$ cat src/rtl/ccpm_consts.svh
`ifndef CCPM_CONSTS_SVH
`define CCPM_CONSTS_SVH

// Register byte offsets
`define CCPM_OFS_CTRL 8'h00
`define CCPM_OFS_STATUS 8'h04
`define CCPM_OFS_MASK 8'h08
`define CCPM_OFS_STATE 8'h0c

// Control register fields
`define CCPM_CTRL_CURLIM_MSB 11
`define CCPM_CTRL_TDIS_BIT 16

// Status and mask bit positions
`define CCPM_EV_ATTACH 0
`define CCPM_EV_REMOVAL 1
`define CCPM_EV_MISSED 2
`define CCPM_NUM_EV 3

// State register fields
`define CCPM_STATE_CC_BIT 4
`define CCPM_STATE_ARMED_BIT 5
`define CCPM_STATE_ATT_BIT 6
`define CCPM_STATE_HS_BIT 7

// Reset values
`define CCPM_RST_CURLIM 12'h1f4
`define CCPM_RST_TDIS 1'h0
`define CCPM_RST_MASK 3'h0

// Current limit threshold in mA, 1.5 A
`define CCPM_CURLIM_CC_MAX_MA 12'h5dc

`endif

$ cat src/rtl/ccpm_pkg.sv
// Purpose: Types shared by the charge port mode and detect control
// Assumes: One-hot state codes
// Notes: Offsets and fields live in ccpm_consts.svh
package ccpm_pkg;

    typedef enum logic [3:0] {
        CCPM_ST_SLEEP = 4'h1,
        CCPM_ST_PASS = 4'h2,
        CCPM_ST_CDP = 4'h4,
        CCPM_ST_DCP = 4'h8
    } ccpm_state_t;

    typedef struct packed {
        logic mode_select_one;
        logic mode_select_two;
        logic emulation_enable;
    } ccpm_mode_t;

    typedef struct packed {
        logic psel;
        logic penable;
        logic pwrite;
        logic [7:0] paddr;
        logic [31:0] pwdata;
    } ccpm_apb_req_t;

endpackage

$ cat src/rtl/ccpm_top.sv
// Purpose: Mode selection and attach/removal detection for a charging port
// Assumes: All inputs synchronous to i_core_clk; APB slave, zero wait
// Notes: Registers CTRL, STATUS (W1C), MASK, STATE
//
// Register access over APB and the register addresses were chosen for this implementation.
`include "ccpm_consts.svh"

module ccpm_top
    import ccpm_pkg::*;
(
    input wire logic i_core_clk,
    input wire logic i_rst_n,
    input wire ccpm_apb_req_t i_apb,
    output logic [31:0] o_prdata,
    output logic o_pready,
    output logic o_pslverr,
    input wire ccpm_mode_t i_mode,
    input wire logic i_port_power_enable,
    input wire logic i_detect_feature_enable,
    input wire logic i_load_present,
    input wire logic i_dp_driven,
    input wire logic i_profile_cycling_pass,
    output logic o_hs_switch_closed,
    output logic o_const_current,
    output logic o_attached,
    output logic o_irq
);

    ccpm_state_t st_r, st_nxt, st_dec;
    ccpm_mode_t mode_r;
    logic vld_r, pwr_r;
    logic mode_chg, pwr_rise, force_rem, fall, suppress;
    logic att_evt, rem_evt, miss_evt;
    logic armed_r, attached_r, dp_seen_r;
    logic [11:0] cur_lim_r;
    logic tdis_r;
    logic [2:0] mask_r;
    logic [2:0] status;
    logic [2:0] clr;
    logic setup, wr, mapped;
    logic [31:0] rd_val;

    // Input history for change detection
    always_ff @(posedge i_core_clk or negedge i_rst_n) begin
        if (!i_rst_n) begin
            vld_r <= 1'b0;
            mode_r <= '0;
            pwr_r <= 1'b0;
        end else begin
            vld_r <= 1'b1;
            mode_r <= i_mode;
            pwr_r <= i_port_power_enable;
        end
    end

    assign mode_chg = vld_r & (i_mode != mode_r);
    assign pwr_rise = vld_r & i_port_power_enable & ~pwr_r;

    // Mode decode from select pins
    always_comb begin
        case ({i_mode.mode_select_one, i_mode.mode_select_two, i_mode.emulation_enable})
            3'h2, 3'h6: st_dec = CCPM_ST_PASS;
            3'h7: st_dec = CCPM_ST_CDP;
            3'h3: st_dec = CCPM_ST_DCP;
            default: st_dec = CCPM_ST_SLEEP;
        endcase
    end

    // Leaving pass-through needs a mode change; host powers up first
    always_comb begin
        st_nxt = st_r;
        case (st_r)
            CCPM_ST_PASS: begin
                if (mode_chg) begin
                    st_nxt = i_port_power_enable ? st_dec : CCPM_ST_SLEEP;
                end
            end
            CCPM_ST_SLEEP, CCPM_ST_CDP, CCPM_ST_DCP: begin
                st_nxt = i_port_power_enable ? st_dec : CCPM_ST_SLEEP;
            end
            default: st_nxt = CCPM_ST_SLEEP;
        endcase
    end

    always_ff @(posedge i_core_clk or negedge i_rst_n) begin
        if (!i_rst_n) begin
            st_r <= CCPM_ST_SLEEP;
        end else begin
            st_r <= st_nxt;
        end
    end

    // Switch closed only in pass-through and charging-downstream
    always_ff @(posedge i_core_clk or negedge i_rst_n) begin
        if (!i_rst_n) begin
            o_hs_switch_closed <= 1'b0;
        end else begin
            o_hs_switch_closed <= (st_nxt == CCPM_ST_PASS) || (st_nxt == CCPM_ST_CDP);
        end
    end

    // Limit behaviour: constant current or trip
    always_ff @(posedge i_core_clk or negedge i_rst_n) begin
        if (!i_rst_n) begin
            o_const_current <= 1'b0;
        end else begin
            o_const_current <= (st_r == CCPM_ST_CDP) && (cur_lim_r < `CCPM_CURLIM_CC_MAX_MA);
        end
    end

    // Detection events
    assign force_rem = i_detect_feature_enable & (mode_chg | pwr_rise);
    assign fall = attached_r & ~i_load_present;
    assign suppress = ((st_r == CCPM_ST_CDP) & ~dp_seen_r)
                    | (tdis_r & i_profile_cycling_pass);
    assign rem_evt = force_rem | (i_detect_feature_enable & fall & ~suppress);
    assign miss_evt = i_detect_feature_enable & ~force_rem & fall & suppress;
    assign att_evt = i_detect_feature_enable & ~force_rem & armed_r & ~attached_r & i_load_present;

    always_ff @(posedge i_core_clk or negedge i_rst_n) begin
        if (!i_rst_n) begin
            attached_r <= 1'b0;
        end else if (!i_detect_feature_enable || force_rem) begin
            attached_r <= 1'b0;
        end else if (rem_evt || miss_evt) begin
            attached_r <= 1'b0;
        end else if (att_evt) begin
            attached_r <= 1'b1;
        end
    end

    // Missed removal still re-arms attach
    always_ff @(posedge i_core_clk or negedge i_rst_n) begin
        if (!i_rst_n) begin
            armed_r <= 1'b1;
        end else if (!i_detect_feature_enable || force_rem || rem_evt || miss_evt) begin
            armed_r <= 1'b1;
        end else if (att_evt) begin
            armed_r <= 1'b0;
        end
    end

    always_ff @(posedge i_core_clk or negedge i_rst_n) begin
        if (!i_rst_n) begin
            dp_seen_r <= 1'b0;
        end else if (att_evt) begin
            dp_seen_r <= i_dp_driven;
        end else if (attached_r && i_dp_driven) begin
            dp_seen_r <= 1'b1;
        end
    end

    always_ff @(posedge i_core_clk or negedge i_rst_n) begin
        if (!i_rst_n) begin
            o_attached <= 1'b0;
        end else begin
            o_attached <= att_evt | (attached_r & ~(rem_evt | miss_evt) & i_detect_feature_enable & ~force_rem);
        end
    end

    // APB slave, answers in the first access cycle
    assign setup = i_apb.psel & ~i_apb.penable;
    assign wr = i_apb.psel & i_apb.penable & i_apb.pwrite & o_pready & ~o_pslverr;
    assign mapped = (i_apb.paddr == `CCPM_OFS_CTRL) || (i_apb.paddr == `CCPM_OFS_STATUS)
                 || (i_apb.paddr == `CCPM_OFS_MASK) || (i_apb.paddr == `CCPM_OFS_STATE);

    always_comb begin
        rd_val = 32'h0;
        case (i_apb.paddr)
            `CCPM_OFS_CTRL: begin
                rd_val[`CCPM_CTRL_CURLIM_MSB:0] = cur_lim_r;
                rd_val[`CCPM_CTRL_TDIS_BIT] = tdis_r;
            end
            `CCPM_OFS_STATUS: rd_val[2:0] = status;
            `CCPM_OFS_MASK: rd_val[2:0] = mask_r;
            `CCPM_OFS_STATE: begin
                rd_val[3:0] = st_r;
                rd_val[`CCPM_STATE_CC_BIT] = o_const_current;
                rd_val[`CCPM_STATE_ARMED_BIT] = armed_r;
                rd_val[`CCPM_STATE_ATT_BIT] = attached_r;
                rd_val[`CCPM_STATE_HS_BIT] = o_hs_switch_closed;
            end
            default: rd_val = 32'h0;
        endcase
    end

    always_ff @(posedge i_core_clk or negedge i_rst_n) begin
        if (!i_rst_n) begin
            o_pready <= 1'b0;
            o_pslverr <= 1'b0;
            o_prdata <= 32'h0;
        end else begin
            o_pready <= setup;
            o_pslverr <= setup & ~mapped;
            o_prdata <= (setup && !i_apb.pwrite) ? rd_val : 32'h0;
        end
    end

    always_ff @(posedge i_core_clk or negedge i_rst_n) begin
        if (!i_rst_n) begin
            cur_lim_r <= `CCPM_RST_CURLIM;
            tdis_r <= `CCPM_RST_TDIS;
        end else if (wr && i_apb.paddr == `CCPM_OFS_CTRL) begin
            cur_lim_r <= i_apb.pwdata[`CCPM_CTRL_CURLIM_MSB:0];
            tdis_r <= i_apb.pwdata[`CCPM_CTRL_TDIS_BIT];
        end
    end

    always_ff @(posedge i_core_clk or negedge i_rst_n) begin
        if (!i_rst_n) begin
            mask_r <= `CCPM_RST_MASK;
        end else if (wr && i_apb.paddr == `CCPM_OFS_MASK) begin
            mask_r <= i_apb.pwdata[2:0];
        end
    end

    assign clr = (wr && i_apb.paddr == `CCPM_OFS_STATUS) ? i_apb.pwdata[2:0] : 3'h0;

    ccpm_irq_bank #(
        .N(`CCPM_NUM_EV)
    ) u_irq (
        .i_core_clk(i_core_clk),
        .i_rst_n(i_rst_n),
        .i_set({miss_evt, rem_evt, att_evt}),
        .i_clr(clr),
        .i_mask(mask_r),
        .o_status(status),
        .o_irq(o_irq)
    );
endmodule

$ cat src/rtl/ccpm_irq_bank.sv
// Purpose: Sticky event bits with write-one-to-clear and masked interrupt
// Assumes: Set and clear are one-cycle pulses per bit
// Notes: Set wins over a clear in the same cycle
module ccpm_irq_bank #(
    parameter int N = 3
) (
    input wire logic i_core_clk,
    input wire logic i_rst_n,
    input wire logic [N-1:0] i_set,
    input wire logic [N-1:0] i_clr,
    input wire logic [N-1:0] i_mask,
    output logic [N-1:0] o_status,
    output logic o_irq
);

    logic [N-1:0] status_nxt;

    genvar g;
    generate
        for (g = 0; g < N; g++) begin : g_bit
            assign status_nxt[g] = i_set[g] | (o_status[g] & ~i_clr[g]);
            always_ff @(posedge i_core_clk or negedge i_rst_n) begin
                if (!i_rst_n) begin
                    o_status[g] <= 1'b0;
                end else begin
                    o_status[g] <= status_nxt[g];
                end
            end
        end
    endgenerate

    always_ff @(posedge i_core_clk or negedge i_rst_n) begin
        if (!i_rst_n) begin
            o_irq <= 1'b0;
        end else begin
            o_irq <= |(status_nxt & i_mask);
        end
    end

endmodule

$ cat config.mk
export PLATFORM = sky130hd
export DESIGN_NAME = ccpm_top
export DESIGN_NICKNAME = d
export VERILOG_FILES = /design/src/rtl/ccpm_pkg.sv /design/src/rtl/ccpm_top.sv /design/src/rtl/ccpm_irq_bank.sv
export VERILOG_INCLUDE_DIRS = /design/src /design/src/rtl
export SDC_FILE = /design/constraint.sdc
export NUM_CORES = 1
export LEC_CHECK = 0
export ABC_AREA = 1
export BUFFER_PORTS_ARGS = -buffer_cell sky130_fd_sc_hd__clkbuf_2
export CAP_MARGIN = 20
export CELL_PAD_IN_SITES_DETAIL_PLACEMENT = 0
export CELL_PAD_IN_SITES_GLOBAL_PLACEMENT = 1
export CORE_MARGIN = 4
export CORE_UTILIZATION = 35
export DETAILED_ROUTE_END_ITERATION = 7
export GPL_ROUTABILITY_DRIVEN = 1
export PLACE_DENSITY = 0.8
export SYNTH_ARGS = -nofsm -noshare
export SYNTH_HDL_FRONTEND = slang
export SYNTH_SLANG_ARGS = --single-unit
$ cat constraint.sdc
create_clock -name i_core_clk -period 1.8 [get_ports i_core_clk]
set_input_delay 0.36 -clock i_core_clk [delete_from_list [all_inputs] [get_ports i_core_clk]]
set_output_delay 0.36 -clock i_core_clk [all_outputs]
set_load 0.03 [all_outputs]
Word level (Yosys, flattened, before mapping). Index checks and enable logic that the tools add are counted.

Bits in registers: 54. Latch bits: 0. Memory bits (writable): 0. ROM bits: 0. Input bits: 53. Output and inout bits: 38. Word-level logic and storage cells: 126. Memories: 0.

Add/subtract/negate cells: 0. $mul: 0. Div/mod/pow operators: 0. $lt $le $gt $ge: 1. Equal/unequal tests: 14. Shifts and indexed selects: 0. Mux-type cells: 17. Bitwise operators: 49. Reductions and logical operators: 23.

Operators by type and width (count): 1-bit bitwise AND (27); 17-bit two-way mux (1); 8-bit by 4-bit equality test with 1-bit output (second input constant) (2); 1-bit inverter (13); 12-bit by 11-bit less-than comparator with 1-bit output (second input constant) (1); 4-bit two-way mux (3); 3-bit one-hot mux with 4 select lines (1); 4-bit one-hot mux with 3 select lines (1); 5-bit one-hot mux with 2 select lines (1); 4-bit by 2-bit equality test with 1-bit output (second input constant) (2); 4-bit by 3-bit equality test with 1-bit output (second input constant) (2); 8-bit by 3-bit equality test with 1-bit output (second input constant) (1); 8-bit zero test (1); 1-bit logical OR (8); 1-bit two-way mux (8); 1-bit OR (8); 4-bit one-hot mux with 2 select lines (1); 3-bit by 2-bit equality test with 1-bit output (second input constant) (2); 3-bit equality test (second input constant) (2); 1-bit logical AND (6); 3-bit OR reduction (2); 4-bit by 1-bit equality test with 1-bit output (second input constant) (1); 4-bit equality test (second input constant) (1); 2-bit nonzero test (2); 6 further kinds (7).

Depth between registers and ports, before layout.
Word-level depth: 14. Depth in mapped cells: 10. Depth with buffers taken out: 10.

Hierarchy. From an unflattened synthesis, not the netlist that was laid out.

Cells, all modules: 273. Area total of the unflattened synthesis: 2431.1 um^2.

By module, submodules not included: ccpm_top (instances 1, cells an instance 253, area an instance 2247.2 um^2, seq. area each 1161.1 um^2); ccpm_irq_bank (instances 1, cells an instance 20, area an instance 183.9 um^2, seq. area each 100.1 um^2).

Worst setup path before layout. Ideal clock, no wire load.

Path type: reg2reg. Start point: register o_pready. End point: register u_irq.o_irq. Arrival: 1.416 ns. Required time: 1.676 ns. Slack: 0.260 ns. Stages on the path, launching flop included: 8. Path buffers: 0. Cell sequence: dfrtp_1 nand3_1 nor3_4 nand2_1 o21ai_0 nand2_1 nand2_1 nand3_1.

Longest elaborated chain between the ends: 9. Elaborated cells on any way between the ends: 15. Classes of those cells: 1 x mux; 12 x bitwise; 2 x reduce/logical.

RTL lines: from (decl) (RTL line ccpm_top.sv:15) `output logic o_pready,`; from (signal assigned) (RTL line ccpm_top.sv:193) `o_pready <= setup;`; 1-bit bitwise AND (2 in a row) (RTL line ccpm_top.sv:163) `assign wr = i_apb.psel & i_apb.penable & i_apb.pwrite & o_pready & ~o_pslverr;`; 1-bit logical AND (no source line); 3-bit two-way mux (RTL line ccpm_top.sv:217) `` assign clr = (wr && i_apb.paddr == `CCPM_OFS_STATUS) ? i_apb.pwdata[2:0] : 3'h0; ``; 1-bit inverter (RTL line ccpm_irq_bank.sv:21) `assign status_nxt[g] = i_set[g] | (o_status[g] & ~i_clr[g]);`; 1-bit bitwise AND (RTL line ccpm_irq_bank.sv:21); 1-bit OR (RTL line ccpm_irq_bank.sv:21); via u_irq.status_nxt[0] (RTL line ccpm_irq_bank.sv:16) `logic [N-1:0] status_nxt;`; 3-bit bitwise AND (RTL line ccpm_irq_bank.sv:36) `o_irq <= |(status_nxt & i_mask);`; 3-bit OR reduction (RTL line ccpm_irq_bank.sv:36); to (signal assigned) (RTL line ccpm_irq_bank.sv:36); to (decl) (RTL line ccpm_irq_bank.sv:13) `output logic o_irq`.

The timed path passes the listed nets, and every way through them passes these cells. A chain may end at the register's enable or synchronous reset.

Final worst setup path.
Start point: register st_r[0]. End point: register o_hs_switch_closed.

Longest elaborated chain between the ends: 5. Elaborated cells on any way between the ends: 10. Classes of those cells: 6 x eq/ne; 2 x mux; 2 x reduce/logical.

RTL lines: from (decl) (RTL line ccpm_top.sv:29) `ccpm_state_t st_r, st_nxt, st_dec;`; from (signal assigned) (RTL line ccpm_top.sv:89) `st_r <= st_nxt;`; 4-bit by 3-bit equality test with 1-bit output (tied with other cells) (RTL line ccpm_top.sv:72) `case (st_r)`; 3-bit OR reduction (RTL line ccpm_top.sv:72); 4-bit one-hot mux with 2 select lines * (RTL line ccpm_top.sv:72); via st_nxt[3] (RTL line ccpm_top.sv:29); 4-bit by 2-bit equality test with 1-bit output / 4-bit by 3-bit equality test with 1-bit output (equally long branches) (RTL line ccpm_top.sv:98) `o_hs_switch_closed <= (st_nxt == CCPM_ST_PASS) || (st_nxt == CCPM_ST_CDP);`; 1-bit logical OR * (RTL line ccpm_top.sv:98); to (signal assigned) (RTL line ccpm_top.sv:98); to (decl) (RTL line ccpm_top.sv:23) `output logic o_hs_switch_closed,`.

Mark *: on every way through the listed nets, which the timed path passes. The rest lies on a longest branch.

==> flow_metrics.py <==
metrics = {
    "outcome": {
        "status": "complete, no violations",
    },
    "floorplanning": {
        "pin_count": 91,
        "num_rows": 29,
        "die_y_um": 89.2,
        "coreArea_um2": 6390,
        "die-area_um2": 7950,
        "initial_core_util_pct": 36.1,
        "die_x_um": 89.2,
    },
    "route": {
        "initialDrtViolationCount": 50,
        "first_pass_iters": 4,
        "routed_wl_um": 4660,
        "num_vias": 1798,
        "wire_per_inst_um": 11.5,
        "drt_drc_violations_left": 0,
        "via_per_inst": 4.45,
        "drtAntennaViolNets": 0,
    },
    "critical_path": {
        "crit_chain": "inv_1 > a211oi_1 > o21ai_0 > nand2_1 > nand2_1 > nor2_1 > nor2_1",
        "worst_ep_required_time_ns": 1.98,
        "crit_path_end": "o_hs_switch_closed$_DFF_PN0_",
        "rrSetupSlack_ns": 0.33,
        "path_buf_inv": 1,
        "cp-start-kind": "register",
        "worstPathArrival_ns": 1.66,
        "path_class": "reg2reg",
        "timing.rr.start": "st_r[0]$_DFF_PN1_",
        "crit_cells": 7,
        "r2r_end": "o_hs_switch_closed$_DFF_PN0_",
        "critPathLaunch": "st_r[0]$_DFF_PN1_",
        "critPathTopFamily": "flip-flops",
        "slowest_delay_ns": 0.55,
        "cp_max_fo": 3,
        "critPathSlowestCell": "dfstp_2",
        "r2r_cells": 7,
        "end_kind": "register",
    },
    "clock_network": {
        "cts_tree": "built",
        "cts.clk_slew.worst_paths_ns": 0.10,
        "cts.sinks": 50,
        "cts_root_buf": "clkbuf_8",
        "h-tree-depth": 2,
        "post_cts_buffers": 0,
        "clkLatencyLatePin_ns": 0.29,
        "cts_resized": 0,
        "clock_path_buffers": 2,
        "hold_buffers": 0,
        "numCtsBuffers": 5,
    },
    "timing": {
        "setup_ws_ns": 0.330,
        "setup_viol": 0,
        "tns_ns": 0,
        "min_period_ns": 1.47,
        "fmax_ghz": 0.680,
        "hold_viol": 0,
        "fin_skew_ns": 0.0105,
        "rsz0062_at_grt": "no",
        "final-max-slew-violation-count": 0,
        "fin_crit_sh_pct": 81.7,
    },
    "synthesis": {
        "synthDominantCellAreaShare_pct": 45.6,
        "yosys.area.top_type": "dfrtp_1",
        "netlist_top_cells_area": "dfrtp_1, nand2_1, dfstp_2",
        "syn_inst": 265,
        "synth_edf_count": 0,
        "ys_seq_elements": 50,
        "synth-main-ff-cell": "dfrtp_1",
        "syn_avg_cell_area_um2": 8.71,
        "seq_area_frac_synth_pct": 54.7,
        "netlist_area_um2": 2310,
        "synthArstFlopShare_pct": 100,
        "yosysMostFrequentCell": "nand2_1",
        "ys_types": 27,
        "yosys_warnings": 0,
        "synth_common_cells": "nand2_1, dfrtp_1, inv_1",
    },
    "cells_and_area": {
        "n_antenna_cell": 0,
        "fin_util_pct": 43.1,
        "multi_input_area_um2": 855,
        "regArea_um2": 1260,
        "nets": 379,
        "area.growth.synth_to_final_pct": 19.2,
        "drive_above_1_share_pct": 25.7,
        "fillers": 651,
    },
    "global_routing": {
        "antenna_found_initial": 0,
        "grt_pass1_vias": 1694,
        "grt_use_total_pct": 12.0,
        "grt_pass1_wl_um": 7380,
        "grt.overflow.total": 0,
        "grt_max_degree": 51,
    },
    "power_and_ir_drop": {
        "ir_drop_mv": 0.361,
        "p_leak_nw": 1.45,
        "powerDensity_nw_per_um2": 815,
    },
    "min_path": {
        "worstHoldPathType": "in2async",
    },
    "place": {
        "io_buffers": 52,
        "dp_slack_ns": 0.199,
        "dp_hpwl_um": 3600,
        "gp_congestion": 0.716,
    },
    "job": {
        "cap_violations": 0,
    },
}
## through the flow
| stage | instance area, um2 | hold slack [ns] | cells | power (mW) |
|---|---|---|---|---|
| 4_1_cts | 2750 | 0.0552 | 404 | 2.27 |
| 5_1_grt | 2750 | 0.0648 | 404 | 2.36 |
| 6_report | 2750 | 0.0508 | 404 | 2.24 |
| 3_5_place_dp | 2640 | 0.376 | 396 | 1.49 |
| 2_1_floorplan | 2370 | 0.0644 | 283 | 1.41 |
| 3_3_place_gp | 2640 | 0.373 | 396 | 1.48 |
## worst min-delay path by stage
stage            start  slack, ns                        to  cells past startpoint
2_1_floorplan  i_rst_n       0.06    attached_r$_DFFE_PN0P_                      0
3_3_place_gp   i_rst_n       0.37        o_pready$_DFF_PN0_                      2
3_5_place_dp   i_rst_n       0.38        o_pready$_DFF_PN0_                      2
4_1_cts        i_rst_n       0.06  cur_lim_r[9]$_DFFE_PN0P_                      2
5_1_grt        i_rst_n       0.06  cur_lim_r[1]$_DFFE_PN0P_                      2
6_report       i_rst_n       0.05     o_prdata[3]$_DFF_PN0_                      2
## logic make-up after synthesis
| logic type | Yosys count | share of synthesized area (%) |
|---|---|---|
| xor gates and xnor gates | 1 | 0.380 |
| DFF | 50 | 54.7 |
| buffers and inverters | 47 | 11.2 |
| and+or+nand+nor | 138 | 26.7 |
| AOI/OAI and AO/OA | 27 | 6.72 |
| other | 2 | 0.326 |
## report_power, final
group | internal, mW | total [mW] | switching, mW | leakage (nW)
sequential | 1.17 | 1.19 | 0.0245 | 0.625
combinational | 0.0776 | 0.275 | 0.197 | 0.778
clock | 0.413 | 0.775 | 0.361 | 0.0504
## layout make-up
class,count,share of cell area [%]
repair buffers,58,12.0
clock buffers,5,2.50
flip-flops and latches,50,45.9
inverters,25,3.41
clock inverters,3,1.64
multi-input cells,186,31.1
well taps,77,3.50
## routing by layer
layer  vias to the layer above  global-route usage (%)  wire length (um)
met2                        54                    20.2              2200
met3                         6                    3.23               346
met1                       813                    15.1              2070
met5                         -                       0                 0
met4                         0                    3.79                47
li1                        925                       -                 -
## cell usage in the layout, fill, tap and decap left out, types with 5 or more instances in the layout
cell | Yosys | routed
clkbuf_8 | 0 | 5
clkbuf_2 | 0 | 52
inv_1 | 24 | 24
dfrtp_1 | 42 | 42
nand2_1 | 82 | 82
nor2_1 | 22 | 22
conb_1 | 2 | 20
nand3_1 | 18 | 18
o21ai_0 | 12 | 12
a21oi_1 | 9 | 9
dfstp_2 | 8 | 8
## registers in the layout (all words and copies together), names as in the netlist, 3 cells and up
name            flops
mask_r              3
st_r                4
o_prdata           13
u_irq.o_status      3
cur_lim_r          12
mode_r              3
(Power assumes the default switching activity.)
